[config.mk]
export PLATFORM = sky130hd
export DESIGN_NAME = input_clock_selector
export DESIGN_NICKNAME = d
export VERILOG_FILES = /design/src/clock_select_pkg.sv /design/src/input_clock_selector.sv /design/src/rank_picker.sv
export SDC_FILE = /design/constraint.sdc
export NUM_CORES = 1
export LEC_CHECK = 0
export BUFFER_PORTS_ARGS = -buffer_cell sky130_fd_sc_hd__buf_2
export CAP_MARGIN = 20
export CORE_UTILIZATION = 50
export CTS_CLUSTER_DIAMETER = 50
export DETAILED_ROUTE_END_ITERATION = 7
export PLACE_DENSITY = 0.79
export REMOVE_ABC_BUFFERS = 1
export SLEW_MARGIN = 30
export SYNTH_ARGS = -nofsm -noshare
export SYNTH_HDL_FRONTEND = slang
export SYNTH_SLANG_ARGS = --single-unit
[constraint.sdc]
create_clock -name aclk -period 7.9 [get_ports aclk]
set_input_delay 0.79 -clock aclk [delete_from_list [all_inputs] [get_ports aclk]]
set_output_delay 0.79 -clock aclk [all_outputs]
set_load 0.02 [all_outputs]
[src/clock_select_pkg.sv]
// Purpose: Shared constants and types for the reference input selector.
// Assumes: Register indices are word indices; byte address is four times the index.
// Notes:   Every offset, field position, field reset value and code lives here.
package clock_select_pkg;

  // Bus geometry.
  localparam int          ADDR_W          = 16;
  localparam int          IDX_W           = 14;

  // Register indices (byte address is index times four).
  localparam logic [13:0] IDX_ZERO_DELAY  = 14'h0487;
  localparam logic [13:0] IDX_SEL_CTRL    = 14'h052A;
  localparam logic [13:0] IDX_POLICY      = 14'h0536;
  localparam logic [13:0] IDX_MASKS       = 14'h0537;
  localparam logic [13:0] IDX_RANK01      = 14'h0538;
  localparam logic [13:0] IDX_RANK23      = 14'h0539;
  localparam logic [13:0] IDX_STATUS      = 14'h0540;

  // Field positions inside the low data byte.
  localparam int          ZD_EN_BIT       = 0;
  localparam int          ZD_CHOICE_LSB   = 1;
  localparam int          SRC_BIT         = 0;
  localparam int          CHOICE_LSB      = 1;
  localparam int          POLICY_LSB      = 0;
  localparam int          HITLESS_BIT     = 2;
  localparam int          LOS_MASK_LSB    = 0;
  localparam int          OOF_MASK_LSB    = 4;
  localparam int          RANK_EVEN_LSB   = 0;
  localparam int          RANK_ODD_LSB    = 4;
  localparam int          ST_ACTIVE_LSB   = 0;
  localparam int          ST_NO_VALID_BIT = 2;
  localparam int          ST_HITLESS_BIT  = 3;
  localparam int          ST_VALID_LSB    = 4;

  // Values after reset.
  localparam logic        RST_ZD_EN       = 1'b0;
  localparam logic [1:0]  RST_ZD_CHOICE   = 2'h0;
  localparam logic        RST_SOURCE      = 1'b0;
  localparam logic [1:0]  RST_CHOICE      = 2'h0;
  localparam logic [1:0]  RST_POLICY      = 2'h0;
  localparam logic        RST_HITLESS     = 1'b0;
  localparam logic [3:0]  RST_MASK        = 4'h0;
  localparam logic [2:0]  RST_RANK        = 3'h0;
  localparam logic [1:0]  RST_ACTIVE      = 2'h0;

  // Switching policy codes and other encodings.
  localparam logic [1:0]  POLICY_MANUAL   = 2'h0;
  localparam logic [1:0]  POLICY_NONREV   = 2'h1;
  localparam logic [1:0]  POLICY_REVERT   = 2'h2;
  localparam logic [1:0]  FEEDBACK_INDEX  = 2'h3;
  localparam logic [2:0]  RANK_NEVER      = 3'h0;
  localparam logic [2:0]  RANK_LOWEST     = 3'h4;
  localparam logic [1:0]  RESP_OKAY       = 2'h0;
  localparam logic [1:0]  RESP_SLVERR     = 2'h2;

  // Effective selection behaviour after zero-delay and policy are combined.
  typedef enum logic [1:0] {SEL_MANUAL, SEL_NONREV, SEL_REVERT} sel_mode_t;

endpackage

[src/input_clock_selector.sv]
// Purpose: Chooses the reference input for the PLL, manually or by rank, over AXI4-Lite.
// Assumes: Select pins and alarm inputs are synchronous to aclk.
// Notes:   Byte address of each register is four times its word index.
// Functional notes
// - Policy field: 00 manual, 01 automatic non-revertive, 02 automatic revertive.
// - In manual mode the source bit picks pins at 0, register at 1.
// - Manual choice field values 0 to 3 map to inputs 0 to 3.
// - Source bit resets to pin-driven selection.
// - Pin-driven selection maps pin codes 00 to 11 straight to inputs.
// - Zero-delay mode makes input 3 feedback, never a reference; pin code 11 reserved.
// - Zero-delay register selection uses its own choice field, inputs 0 to 2 only.
// - Zero-delay enable bit: 0 disables, 1 enables.
// - Manual mode with no clock on the chosen input sends the PLL to holdover.
// - Automatic mode ignores select pins and manual choice field.
// - Automatic mode considers only inputs without unmasked alarms.
// - Automatic mode with no valid input places the PLL in holdover.
// - Revertive mode always takes the best valid input, switching back at once.
// - Non-revertive mode keeps the active input while valid, else takes the best.
// - Zero-delay mode disables automatic selection and hitless switching.
// - Each input has a three-bit rank; 1 to 4 rank it, 0 never selected.
// - Signal-loss mask bit 0 lets the alarm count; 1 ignores it.
// - Frequency-fault mask bit 0 lets the alarm count; 1 ignores it.
// - Zero-delay with register selection ignores the ordinary manual choice field.
// - Pin-driven source ignores the manual choice field, also in zero-delay mode.
`timescale 1ns/10ps
module input_clock_selector (
  input  wire logic        aclk,
  input  wire logic        aresetn,
  input  wire logic [15:0] s_axi_awaddr,
  input  wire logic        s_axi_awvalid,
  output logic             s_axi_awready,
  input  wire logic [31:0] s_axi_wdata,
  input  wire logic [3:0]  s_axi_wstrb,
  input  wire logic        s_axi_wvalid,
  output logic             s_axi_wready,
  output logic [1:0]       s_axi_bresp,
  output logic             s_axi_bvalid,
  input  wire logic        s_axi_bready,
  input  wire logic [15:0] s_axi_araddr,
  input  wire logic        s_axi_arvalid,
  output logic             s_axi_arready,
  output logic [31:0]      s_axi_rdata,
  output logic [1:0]       s_axi_rresp,
  output logic             s_axi_rvalid,
  input  wire logic        s_axi_rready,
  input  wire logic [1:0]  select_pins,
  input  wire logic [3:0]  signal_loss_alarm,
  input  wire logic [3:0]  frequency_fault_alarm,
  output logic [1:0]       selected_input,
  output logic             no_valid_input,
  output logic             feedback_mode,
  output logic             hitless_active
);

  // Software-visible fields.
  logic                          zero_delay_enable;
  logic [1:0]                    zero_delay_input_choice;
  logic                          selection_source_reg;
  logic [1:0]                    manual_input_choice;
  logic [1:0]                    switch_policy_select;
  logic                          hitless_enable;
  logic [3:0]                    signal_loss_ignore_mask;
  logic [3:0]                    freq_fault_ignore_mask;
  logic [2:0]                    input0_rank;
  logic [2:0]                    input1_rank;
  logic [2:0]                    input2_rank;
  logic [2:0]                    input3_rank;

  // Bus holding state.
  logic                          aw_held;
  logic                          w_held;
  logic [15:0]                   aw_addr;
  logic [31:0]                   w_data;
  logic [3:0]                    w_strb;
  logic                          wr_fire;

  // Selection state.
  clock_select_pkg::sel_mode_t   sel_mode;
  logic [3:0]                    input_valid;
  logic [11:0]                   rank_vec;
  logic [1:0]                    best_index;
  logic                          any_valid;
  logic [1:0]                    manual_pick;
  logic                          manual_bad;
  logic [1:0]                    next_selected;
  logic                          next_no_valid;

  // Word index of a byte address; used by both the write and the read path.
  function automatic logic [13:0] addr_index(input logic [15:0] addr);
    addr_index = addr[15:2];
  endfunction

  // True for any index that holds a register.
  function automatic logic addr_mapped(input logic [13:0] idx);
    addr_mapped = (idx == clock_select_pkg::IDX_ZERO_DELAY) ||
                  (idx == clock_select_pkg::IDX_SEL_CTRL) ||
                  (idx == clock_select_pkg::IDX_POLICY) ||
                  (idx == clock_select_pkg::IDX_MASKS) ||
                  (idx == clock_select_pkg::IDX_RANK01) ||
                  (idx == clock_select_pkg::IDX_RANK23) ||
                  (idx == clock_select_pkg::IDX_STATUS);
  endfunction

  // Address and data are accepted independently and held until the response goes out.
  assign s_axi_awready = !aw_held && !s_axi_bvalid;
  assign s_axi_wready  = !w_held && !s_axi_bvalid;
  assign wr_fire       = aw_held && w_held && !s_axi_bvalid;
  assign s_axi_arready = !s_axi_rvalid;

  // Write address capture.
  always_ff @(posedge aclk) begin
    if (!aresetn) begin
      aw_held <= 1'b0;
      aw_addr <= 16'h0000;
    end else if (s_axi_awvalid && s_axi_awready) begin
      aw_held <= 1'b1;
      aw_addr <= s_axi_awaddr;
    end else if (wr_fire) begin
      aw_held <= 1'b0;
    end
  end

  // Write data capture.
  always_ff @(posedge aclk) begin
    if (!aresetn) begin
      w_held <= 1'b0;
      w_data <= 32'h0000_0000;
      w_strb <= 4'h0;
    end else if (s_axi_wvalid && s_axi_wready) begin
      w_held <= 1'b1;
      w_data <= s_axi_wdata;
      w_strb <= s_axi_wstrb;
    end else if (wr_fire) begin
      w_held <= 1'b0;
    end
  end

  // Write response; an unmapped address answers with a slave error.
  always_ff @(posedge aclk) begin
    if (!aresetn) begin
      s_axi_bvalid <= 1'b0;
      s_axi_bresp  <= clock_select_pkg::RESP_OKAY;
    end else if (wr_fire) begin
      s_axi_bvalid <= 1'b1;
      s_axi_bresp  <= addr_mapped(addr_index(aw_addr)) ? clock_select_pkg::RESP_OKAY
                                                       : clock_select_pkg::RESP_SLVERR;
    end else if (s_axi_bready) begin
      s_axi_bvalid <= 1'b0;
    end
  end

  // Register update; only byte lane 0 carries fields, the status word is read-only.
  always_ff @(posedge aclk) begin
    if (!aresetn) begin
      zero_delay_enable       <= clock_select_pkg::RST_ZD_EN;
      zero_delay_input_choice <= clock_select_pkg::RST_ZD_CHOICE;
      selection_source_reg    <= clock_select_pkg::RST_SOURCE;
      manual_input_choice     <= clock_select_pkg::RST_CHOICE;
      switch_policy_select    <= clock_select_pkg::RST_POLICY;
      hitless_enable          <= clock_select_pkg::RST_HITLESS;
      signal_loss_ignore_mask <= clock_select_pkg::RST_MASK;
      freq_fault_ignore_mask  <= clock_select_pkg::RST_MASK;
      input0_rank             <= clock_select_pkg::RST_RANK;
      input1_rank             <= clock_select_pkg::RST_RANK;
      input2_rank             <= clock_select_pkg::RST_RANK;
      input3_rank             <= clock_select_pkg::RST_RANK;
    end else if (wr_fire && w_strb[0]) begin
      case (addr_index(aw_addr))
        clock_select_pkg::IDX_ZERO_DELAY: begin
          zero_delay_enable       <= w_data[clock_select_pkg::ZD_EN_BIT];
          zero_delay_input_choice <= w_data[clock_select_pkg::ZD_CHOICE_LSB +: 2];
        end
        clock_select_pkg::IDX_SEL_CTRL: begin
          selection_source_reg <= w_data[clock_select_pkg::SRC_BIT];
          manual_input_choice  <= w_data[clock_select_pkg::CHOICE_LSB +: 2];
        end
        clock_select_pkg::IDX_POLICY: begin
          switch_policy_select <= w_data[clock_select_pkg::POLICY_LSB +: 2];
          hitless_enable       <= w_data[clock_select_pkg::HITLESS_BIT];
        end
        clock_select_pkg::IDX_MASKS: begin
          signal_loss_ignore_mask <= w_data[clock_select_pkg::LOS_MASK_LSB +: 4];
          freq_fault_ignore_mask  <= w_data[clock_select_pkg::OOF_MASK_LSB +: 4];
        end
        clock_select_pkg::IDX_RANK01: begin
          input0_rank <= w_data[clock_select_pkg::RANK_EVEN_LSB +: 3];
          input1_rank <= w_data[clock_select_pkg::RANK_ODD_LSB +: 3];
        end
        clock_select_pkg::IDX_RANK23: begin
          input2_rank <= w_data[clock_select_pkg::RANK_EVEN_LSB +: 3];
          input3_rank <= w_data[clock_select_pkg::RANK_ODD_LSB +: 3];
        end
        default: begin
        end
      endcase
    end
  end

  // Read path: one cycle to the answer, reserved bits read as zero.
  always_ff @(posedge aclk) begin
    if (!aresetn) begin
      s_axi_rvalid <= 1'b0;
      s_axi_rdata  <= 32'h0000_0000;
      s_axi_rresp  <= clock_select_pkg::RESP_OKAY;
    end else if (s_axi_arvalid && s_axi_arready) begin
      s_axi_rvalid <= 1'b1;
      s_axi_rresp  <= addr_mapped(addr_index(s_axi_araddr)) ? clock_select_pkg::RESP_OKAY
                                                            : clock_select_pkg::RESP_SLVERR;
      case (addr_index(s_axi_araddr))
        clock_select_pkg::IDX_ZERO_DELAY:
          s_axi_rdata <= {29'h0, zero_delay_input_choice, zero_delay_enable};
        clock_select_pkg::IDX_SEL_CTRL:
          s_axi_rdata <= {29'h0, manual_input_choice, selection_source_reg};
        clock_select_pkg::IDX_POLICY:
          s_axi_rdata <= {29'h0, hitless_enable, switch_policy_select};
        clock_select_pkg::IDX_MASKS:
          s_axi_rdata <= {24'h0, freq_fault_ignore_mask, signal_loss_ignore_mask};
        clock_select_pkg::IDX_RANK01:
          s_axi_rdata <= {25'h0, input1_rank, 1'b0, input0_rank};
        clock_select_pkg::IDX_RANK23:
          s_axi_rdata <= {25'h0, input3_rank, 1'b0, input2_rank};
        clock_select_pkg::IDX_STATUS:
          s_axi_rdata <= {24'h0, input_valid, hitless_active, no_valid_input, selected_input};
        default:
          s_axi_rdata <= 32'h0000_0000;
      endcase
    end else if (s_axi_rready) begin
      s_axi_rvalid <= 1'b0;
    end
  end

  // Effective mode; zero-delay and the reserved policy code fall back to manual.
  always_comb begin
    if (zero_delay_enable) begin
      sel_mode = clock_select_pkg::SEL_MANUAL;
    end else begin
      case (switch_policy_select)
        clock_select_pkg::POLICY_NONREV: sel_mode = clock_select_pkg::SEL_NONREV;
        clock_select_pkg::POLICY_REVERT: sel_mode = clock_select_pkg::SEL_REVERT;
        default:                         sel_mode = clock_select_pkg::SEL_MANUAL;
      endcase
    end
  end

  // Validity per input: unmasked alarms disqualify, ranks 0 and above 4 never qualify.
  generate
    for (genvar i = 0; i < 4; i++) begin : g_valid
      logic [2:0] rank_i;
      assign rank_i = rank_vec[i*3 +: 3];
      assign input_valid[i] = !(signal_loss_alarm[i] && !signal_loss_ignore_mask[i]) &&
                              !(frequency_fault_alarm[i] && !freq_fault_ignore_mask[i]) &&
                              (rank_i != clock_select_pkg::RANK_NEVER) &&
                              (rank_i <= clock_select_pkg::RANK_LOWEST);
    end
  endgenerate

  assign rank_vec = {input3_rank, input2_rank, input1_rank, input0_rank};

  // Best ranked valid input.
  rank_picker u_rank_picker (
    .eligible     (input_valid),
    .ranks        (rank_vec),
    .best_index   (best_index),
    .any_eligible (any_valid)
  );

  // Manual pick: pins when the source bit is low, else the zero-delay or ordinary field.
  always_comb begin
    if (!selection_source_reg) begin
      manual_pick = select_pins;
    end else if (zero_delay_enable) begin
      manual_pick = zero_delay_input_choice;
    end else begin
      manual_pick = manual_input_choice;
    end
    manual_bad = signal_loss_alarm[manual_pick] ||
                 (zero_delay_enable && (manual_pick == clock_select_pkg::FEEDBACK_INDEX));
  end

  // Next chosen input and holdover request.
  always_comb begin
    next_selected = selected_input;
    next_no_valid = no_valid_input;
    case (sel_mode)
      clock_select_pkg::SEL_MANUAL: begin
        next_no_valid = manual_bad;
        if (!(zero_delay_enable && (manual_pick == clock_select_pkg::FEEDBACK_INDEX))) begin
          next_selected = manual_pick;
        end
      end
      clock_select_pkg::SEL_NONREV: begin
        if (!(input_valid[selected_input] && !no_valid_input)) begin
          next_selected = any_valid ? best_index : selected_input;
          next_no_valid = !any_valid;
        end
      end
      clock_select_pkg::SEL_REVERT: begin
        next_selected = any_valid ? best_index : selected_input;
        next_no_valid = !any_valid;
      end
      default: begin
        next_no_valid = 1'b1;
      end
    endcase
  end

  // Outputs to PLL control, all registered.
  always_ff @(posedge aclk) begin
    if (!aresetn) begin
      selected_input <= clock_select_pkg::RST_ACTIVE;
      no_valid_input <= 1'b1;
      feedback_mode  <= 1'b0;
      hitless_active <= 1'b0;
    end else begin
      selected_input <= next_selected;
      no_valid_input <= next_no_valid;
      feedback_mode  <= zero_delay_enable;
      hitless_active <= hitless_enable && !zero_delay_enable;
    end
  end
endmodule

[src/rank_picker.sv]
// Purpose: Finds the best ranked valid input among the four reference inputs.
// Assumes: Rank 1 is the highest; rank 0 and ranks above the lowest never win.
// Notes:   Purely combinational; the caller registers the result.
`timescale 1ns/10ps
module rank_picker (
  input  wire logic [3:0]  eligible,
  input  wire logic [11:0] ranks,
  output logic      [1:0]  best_index,
  output logic             any_eligible
);

  logic [2:0] best_rank;

  // Strict comparison keeps the lower index on equal ranks.
  always_comb begin
    best_index   = 2'h0;
    best_rank    = 3'h7;
    any_eligible = 1'b0;
    for (int i = 0; i < 4; i++) begin
      if (eligible[i] && (!any_eligible || (ranks[i*3 +: 3] < best_rank))) begin
        best_index   = i[1:0];
        best_rank    = ranks[i*3 +: 3];
        any_eligible = 1'b1;
      end
    end
  end

endmodule

==> qor.txt, run 1 <==
WP data required -> 8.18 ns
drt initial violations -> 264
largest register by flop count -> aw_addr
GPL Wtd Cong -> 0.8789
Cell Rows -> 31
Die H -> 90.63 um
# diodes -> 0
synthesized flop and latch total -> 71
Hold Startpoint -> s_axi_rdata[5]
GRT Total Usage -> 23.33%
Die ar. -> 8214 sq um
biggest regs -> aw_addr: 14 flops, g_valid.rank_i: 12 flops
Post-synth EDFFs -> 0
fin area -> 4434 sq um
post-route antenna net violation count -> 0
Period minus WS final -> 5.431 ns
clock root cell -> clkbuf_8
crit end category -> register
pin count of the biggest net entering global routing -> 67
Die X -> 90.63 um
max-cap violations -> 0
clock skew -> 0.008260 ns
number of setup buffers added after CTS -> 0
status -> complete, no violations
P_sw -> 0.2006 mW
1st-pass router iterations -> 5
final core utilization -> 59.85%
worst hold path type -> register to register
Synth Flop Type -> dfxtp_1
Setup TNS Final -> 0 ns
Sequential Power Share -> 52.4%
GRT Residual Overflow -> 0
Netlist cell types -> 64
worst slew pin tran -> 0.8615 ns
FFs w/ async S/R, synth -> 0%
RSZ-0062 raised after global routing -> no
first-pass GRT wire length -> 15.48 mm
Largest register FFs -> 14
post-synthesis average cell area -> 8.303 sq um
IO Port Bufs -> 73
switching part of the total power -> 27.51%
via count -> 3532
I/O Pins -> 131
top cells by area, synth -> dfxtp_1 36%, mux2i_1 9.7%, nand2_1 6.1%
R2R Path Start -> freq_fault_ignore_mask[0]
CTS tree -> built
Initial Utilization -> 53.01%
Cell Area, Placed -> 4250 sq um
drt via density -> 5.476
reg2reg setup slack -> 2.57 ns
clock buffer depth -> 2
Mapped Area -> 3928 sq um
crit path DAT -> 5.71 ns
internal power -> 0.5287 mW
worst slack at placement -> 2.196 ns
R2R depth -> 20
most area-hungry cell type in the Yosys netlist -> dfxtp_1
count leader, synth -> dfxtp_1
worst hold path depth -> 2
Startpoint Class -> input pin
wire length per cell -> 14.30 um
slowest stage delay, CP -> 0.66 ns
PD cells -> 164.5 nW/um^2
cts hold-fix bufs -> 0
final hold violations -> 0
worst hold endpoint -> s_axi_rdata[5]
Max VDD drop -> 91.78 uV
Setup Crit Path Kind -> input pin to register
H-tree depth -> 3
Finish-stage setup viols -> 0
final net count -> 634
synth cell count leaders -> 71 x dfxtp_1, 64 x nand2_1, 54 x nor2_1, 40 x a21oi_1, 38 x mux2i_1
Detailed Route WL -> 9.225 mm
Seq/Total Area, Yosys -> 36.19%
Post-route DRC -> 0
worst setup margin -> 2.469 ns
Area growth syn-to-layout -> 12.90%
Buf/Inv on CP -> 1
part of the power in combinational logic -> 10.8%
number of global-route vias before repair -> 3283
placed wire-length estimate -> 6.999 mm
TritonCTS Buffers -> 9
initial antenna violation count -> 0
Synth Instances -> 473
Worst-path clk slew -> 0.07 ns
Sink Count -> 71
Final Slew Violations -> 0
period utilisation layout -> 68.75%
cell family with most CP delay -> compound AO/OA/AOI/OAI gates
CORE AREA -> 7408 sq um
fmax -> 0.1841 GHz
Crit Path Max Fanout -> 7
cts repair resizes -> 0
Slew headroom -> 42.26%
Pleak -> 1.825 nW
Yosys top cell area share -> 36.19%
Critical R2R Capture -> selected_input[1]
slowest CP cell -> or4_1
layout cells sized above 1 -> 19.05%
crit path cell chain -> buf_2 -> and2b_1 -> or4_1 -> nor2_1 -> ha_1 -> nand2b_1 -> o41ai_1 -> nor2_1 -> o21bai_1 -> o21ai_0 -> ha_1 -> a21oi_1 -> a21oi_1 -> nor3_1 -> a21oi_1 -> mux2_2 -> ha_1 -> a211o_1 -> nor4_1 -> o21a_1 -> o311a_1
part of the power in the clock network -> 36.8%
clk_lat worst skew -> 0.34 ns
warnings from Yosys -> 0
[final cells by class]
type,count,area [sq um]
Fill cell,673,2974
Inverter,16,60.06
Clock buffer,12,155.1
Tap cell,99,123.9
Clock inverter,4,28.78
Multi-Input combinational cell,369,2272
Timing Repair Buffer,74,372.9
Sequential cell,71,1421
[metrics by stage]
stage	hold slack, ns	total power, mW	cells
5_1_grt	0.4773	0.7605	645
3_3_place_gp	0.4361	0.4652	629
3_5_place_dp	0.4431	0.4683	629
4_1_cts	0.4516	0.7311	645
2_1_floorplan	0.4360	0.4362	456
6_report	0.4513	0.7293	645
[kinds of logic after synthesis]
kind of cell    Yosys count  synth area share, %
flops                    71                36.19
xor+xnor                  2               0.4461
other cells               1              0.09548
fa+ha+maj                 8                2.549
mux                      44                12.07
buf+inv                  58                8.346
simple gates            193                24.47
compound gates           96                15.83
[worst max path at each step]
stage	from	to	slack, ns	cells after the start
after global placement	signal_loss_alarm[0]	selected_input[0]	2.28	20
after CTS	signal_loss_alarm[0]	selected_input[1]	2.53	21
final	signal_loss_alarm[0]	selected_input[1]	2.47	21
after floorplan	frequency_fault_alarm[0]	selected_input[0]	2.91	19
after detailed placement	signal_loss_alarm[0]	selected_input[1]	2.20	21
after global routing	signal_loss_alarm[0]	selected_input[1]	1.98	21
[layer usage]
| layer | up-vias | wire length [um] | track usage, % |
|---|---|---|---|
| li1 | 1763 | - | - |
| met1 | 1611 | 4351 | 30.49 |
| met2 | 140 | 4128 | 37.31 |
| met3 | 18 | 500 | 3.704 |
| met4 | 0 | 246 | 11.42 |
| met5 | - | 0 | 0 |
[power by group through the flow]
stage          clock, mW  sequential [mW]  combinational, mW
2_1_floorplan          0            0.389             0.0475
3_3_place_gp           0            0.389             0.0762
3_5_place_dp           0            0.390             0.0785
4_1_cts            0.271            0.381             0.0786
5_1_grt            0.288            0.384             0.0883
6_report           0.268            0.382             0.0790
[layout by cell type, fill, tap and decap left out, drive strengths merged, types with 4 or more instances in the layout]
| cell | n |
|---|---|
| buf | 74 |
| inv | 16 |
| nor3 | 9 |
| ha | 8 |
| and2 | 4 |
| nand2 | 64 |
| clkbuf | 12 |
| dfxtp | 71 |
| o2bb2ai | 4 |
| nand2b | 9 |
| a211oi | 4 |
| nor2 | 54 |
| nand3 | 6 |
| nor4 | 9 |
| or3 | 7 |
| conb | 26 |
| a22o | 4 |
| mux2i | 38 |
| o21ai | 20 |
| a21oi | 40 |
| mux2 | 4 |
[tightest hold or removal path: cells and delay by family, from the launching register on]
kind	cells	cell delay (ns)
DFF	1	0.31
and+or+nand+nor	1	0.05
AOI/OAI and AO/OA	1	0.05
Power figures use the tool's default switching activity.
==> inputs of run 2 (changes only) <==
- ABC_AREA: not set -> 1
- clock period: 7.9 -> 5.2 ns (I/O delays scaled with it)
==> run 2 against run 1 <==
  * Non-clock buffer count shrank 1
  * Sequential power grew 53%
  * Sequential share of layout area is 0.32 points higher
  * Critical path type is now register to register
  * Largest cell class unchanged
==> qor.txt, run 2 <==
status -> complete, no violations
post-route antenna net violation count -> 0 (unchanged)
Synth Instances -> 555 (+17%)
WP data required -> 5.41 ns (-2.77 ns)
warnings from Yosys -> 0 (unchanged)
drt initial violations -> 172 (-35%)
1st-pass router iterations -> 5 (unchanged)
R2R depth -> 31 (+55%)
slowest stage delay, CP -> 0.33 ns (-0.33 ns)
Largest register FFs -> 14 (unchanged)
Cell Rows -> 31 (unchanged)
Netlist cell types -> 36 (-44%)
Die X -> 90.16 um (-0.52%)
crit end category -> register
count leader, synth -> nor2_1
number of setup buffers added after CTS -> 0 (unchanged)
Period minus WS final -> 3.685 ns
Max VDD drop -> 152.0 uV (+66%)
Area growth syn-to-layout -> 12.97% (about the same)
worst slack at placement -> 1.272 ns (-0.9238 ns)
largest register by flop count -> aw_addr
final hold violations -> 0 (unchanged)
Crit Path Max Fanout -> 6 (-1)
PD cells -> 252.6 nW/um^2 (+54%)
Detailed Route WL -> 9.331 mm (+1.1%)
initial antenna violation count -> 0 (unchanged)
Die H -> 90.16 um (-0.52%)
most area-hungry cell type in the Yosys netlist -> dfxtp_1
wire length per cell -> 12.80 um (-11%)
layout cells sized above 1 -> 18.57% (-0.48 points)
clock skew -> 0.006071 ns (-0.002189 ns)
period utilisation layout -> 70.87%
Die ar. -> 8129 sq um (-1.0%)
final net count -> 718 (+13%)
multi-input logic area -> 1991 sq um (-12%)
first-pass GRT wire length -> 15.28 mm (-1.3%)
synthesized flop and latch total -> 71 (unchanged)
Slew headroom -> 51.52% (+9.3 points)
CORE AREA -> 7370 sq um (-0.52%)
GRT Residual Overflow -> 0 (unchanged)
top cells by area, synth -> dfxtp_1 37%, nor2_1 7.1%, inv_1 6.8%
number of global-route vias before repair -> 3360 (+2.3%)
clock root cell -> clkbuf_8
GPL Wtd Cong -> 0.9138 (+4.0%)
placed wire-length estimate -> 7.218 mm (+3.1%)
Yosys top cell area share -> 36.57% (+0.38 points)
most frequent cells in the layout -> 74 x nor2_1, 73 x buf_2, 71 x dfxtp_1
FFs w/ async S/R, synth -> 0% (unchanged)
Synth Flop Type -> dfxtp_1
Post-synth EDFFs -> 0 (unchanged)
Cell Count, Final, Fillers Out -> 729 (+13%)
worst hold path type -> input pin to register
clk_lat worst skew -> 0.35 ns (about the same)
clock buffer depth -> 2 (unchanged)
RSZ-0062 raised after global routing -> no
max-cap violations -> 0 (unchanged)
Final Slew Violations -> 0 (unchanged)
CTS tree -> built
Finish-stage setup viols -> 0 (unchanged)
I/O Pins -> 131 (unchanged)
IO Port Bufs -> 73 (unchanged)
Startpoint Class -> register
Mapped Area -> 3886 sq um (-1.1%)
pin count of the biggest net entering global routing -> 37 (-45%)
crit path DAT -> 3.89 ns (-1.82 ns)
drt via density -> 5.211 (-4.8%)
Pleak -> 1.934 nW (+6.0%)
# diodes -> 0 (unchanged)
Sink Count -> 71 (unchanged)
Initial Utilization -> 52.73% (-0.28 points)
GRT Total Usage -> 23.18% (-0.15 points)
fmax -> 0.2713 GHz
slowest CP cell -> dfxtp_1
worst setup margin -> 1.515 ns (-0.9545 ns)
Seq/Total Area, Yosys -> 36.57% (+0.38 points)
biggest regs -> aw_addr: 14 flops, g_valid.rank_i: 12 flops
post-synthesis average cell area -> 7.002 sq um (-16%)
commonest non-fill, non-tap cell in the layout -> nor2_1
most used cell, CP -> nand2_1
worst slew pin tran -> 0.7254 ns (-0.1360 ns)
synth cell count leaders -> 74 x nor2_1, 71 x dfxtp_1, 70 x inv_1, 67 x nand2_1, 49 x a21oi_1
Post-route DRC -> 0 (unchanged)
FF/Latch Area -> 1421 sq um (unchanged)
via count -> 3799 (+7.6%)
TritonCTS Buffers -> 9 (unchanged)
Worst-path clk slew -> 0.08 ns (about the same)
H-tree depth -> 3 (unchanged)
cts hold-fix bufs -> 0 (unchanged)
worst hold path depth -> 3 (+1)
Setup Crit Path Kind -> register to register
Fill cells -> 747 (+11%)
Setup TNS Final -> 0 ns (unchanged)
cts repair resizes -> 0 (unchanged)
Inst Count DP -> 713 (+13%)
## run 2: cell count changes in the layout (fill, tap and decap cells not counted), sizes merged, moves of 11 or more
cell	delta
o22ai	+11
a21oi	+11
nor2	+22
nand4	+11
o21ai	+31
nand2	+11
mux2i	-38
inv	+65
a211oi	+16
nor3	+13
## run 2: through the flow
step / utilization (%) / cell area [sq um] / hold slack (ns) / power, mW
5_1_grt: 59.58 / 4390 / 0.4320 / 1.159
3_5_place_dp: 57.20 / 4215 / 0.4530 / 0.7296
2_1_floorplan: - / 3726 / 0.4229 / 0.6781
6_report: 59.58 / 4390 / 0.4226 / 1.109
4_1_cts: 59.58 / 4390 / 0.4128 / 1.117
3_3_place_gp: 57.20 / 4215 / 0.4351 / 0.7244
## run 2: cell type report
type,count,area share (%)
repair buffers,73,8.321
flip-flops and latches,71,32.37
multi-input cells,387,45.34
clock inverters,5,0.7695
clock buffers,11,3.220
well taps,99,2.821
inverters,83,7.153
## run 2: cells by family (layout without fill, tap and decap cells)
logic type      count (synthesis)  after routing  synth area share, %
fa+ha+maj                       8              8                2.576
simple gates                  207            207                24.37
compound gates                146            146                21.76
buf+inv                       122            172                14.62
flops                          71             71                36.57
other cells                     1             26              0.09649
## run 2: final timing paths
path	slack (ns)	start	to
max	1.51	freq_fault_ignore_mask[0]	selected_input[0]
min	0.42	s_axi_wdata[4]	w_data[4]
max reg2reg	1.51	freq_fault_ignore_mask[0]	selected_input[0]
min reg2reg	0.46	s_axi_rdata[7]	s_axi_rdata[7]
## run 2: routing by layer
layer / global-route usage (%) / part of all wire (%) / up-vias
met4: 7.258 / 1.3 / 0
met1: 28.54 / 45 / 1694
met5: 0 / 0 / -
met3: 4.484 / 5.7 / 12
met2: 40.59 / 48 / 146
li1: - / - / 1947
## run 2: where the power goes
part / switching [mW] / internal, mW / total [mW] / leakage [nW]
sequential: 0.0184 / 0.565 / 0.584 / 0.579
combinational: 0.0917 / 0.0425 / 0.134 / 1.27
clock: 0.206 / 0.185 / 0.391 / 0.0853
## run 2: worst max-delay path: cells and delay by family, from the launching register on
family / cells / cell delay (ns)
compound gates: 5 / 0.55
fa+ha+maj: 3 / 0.85
buf+inv: 3 / 0.15
flops: 1 / 0.33
simple gates: 20 / 1.65
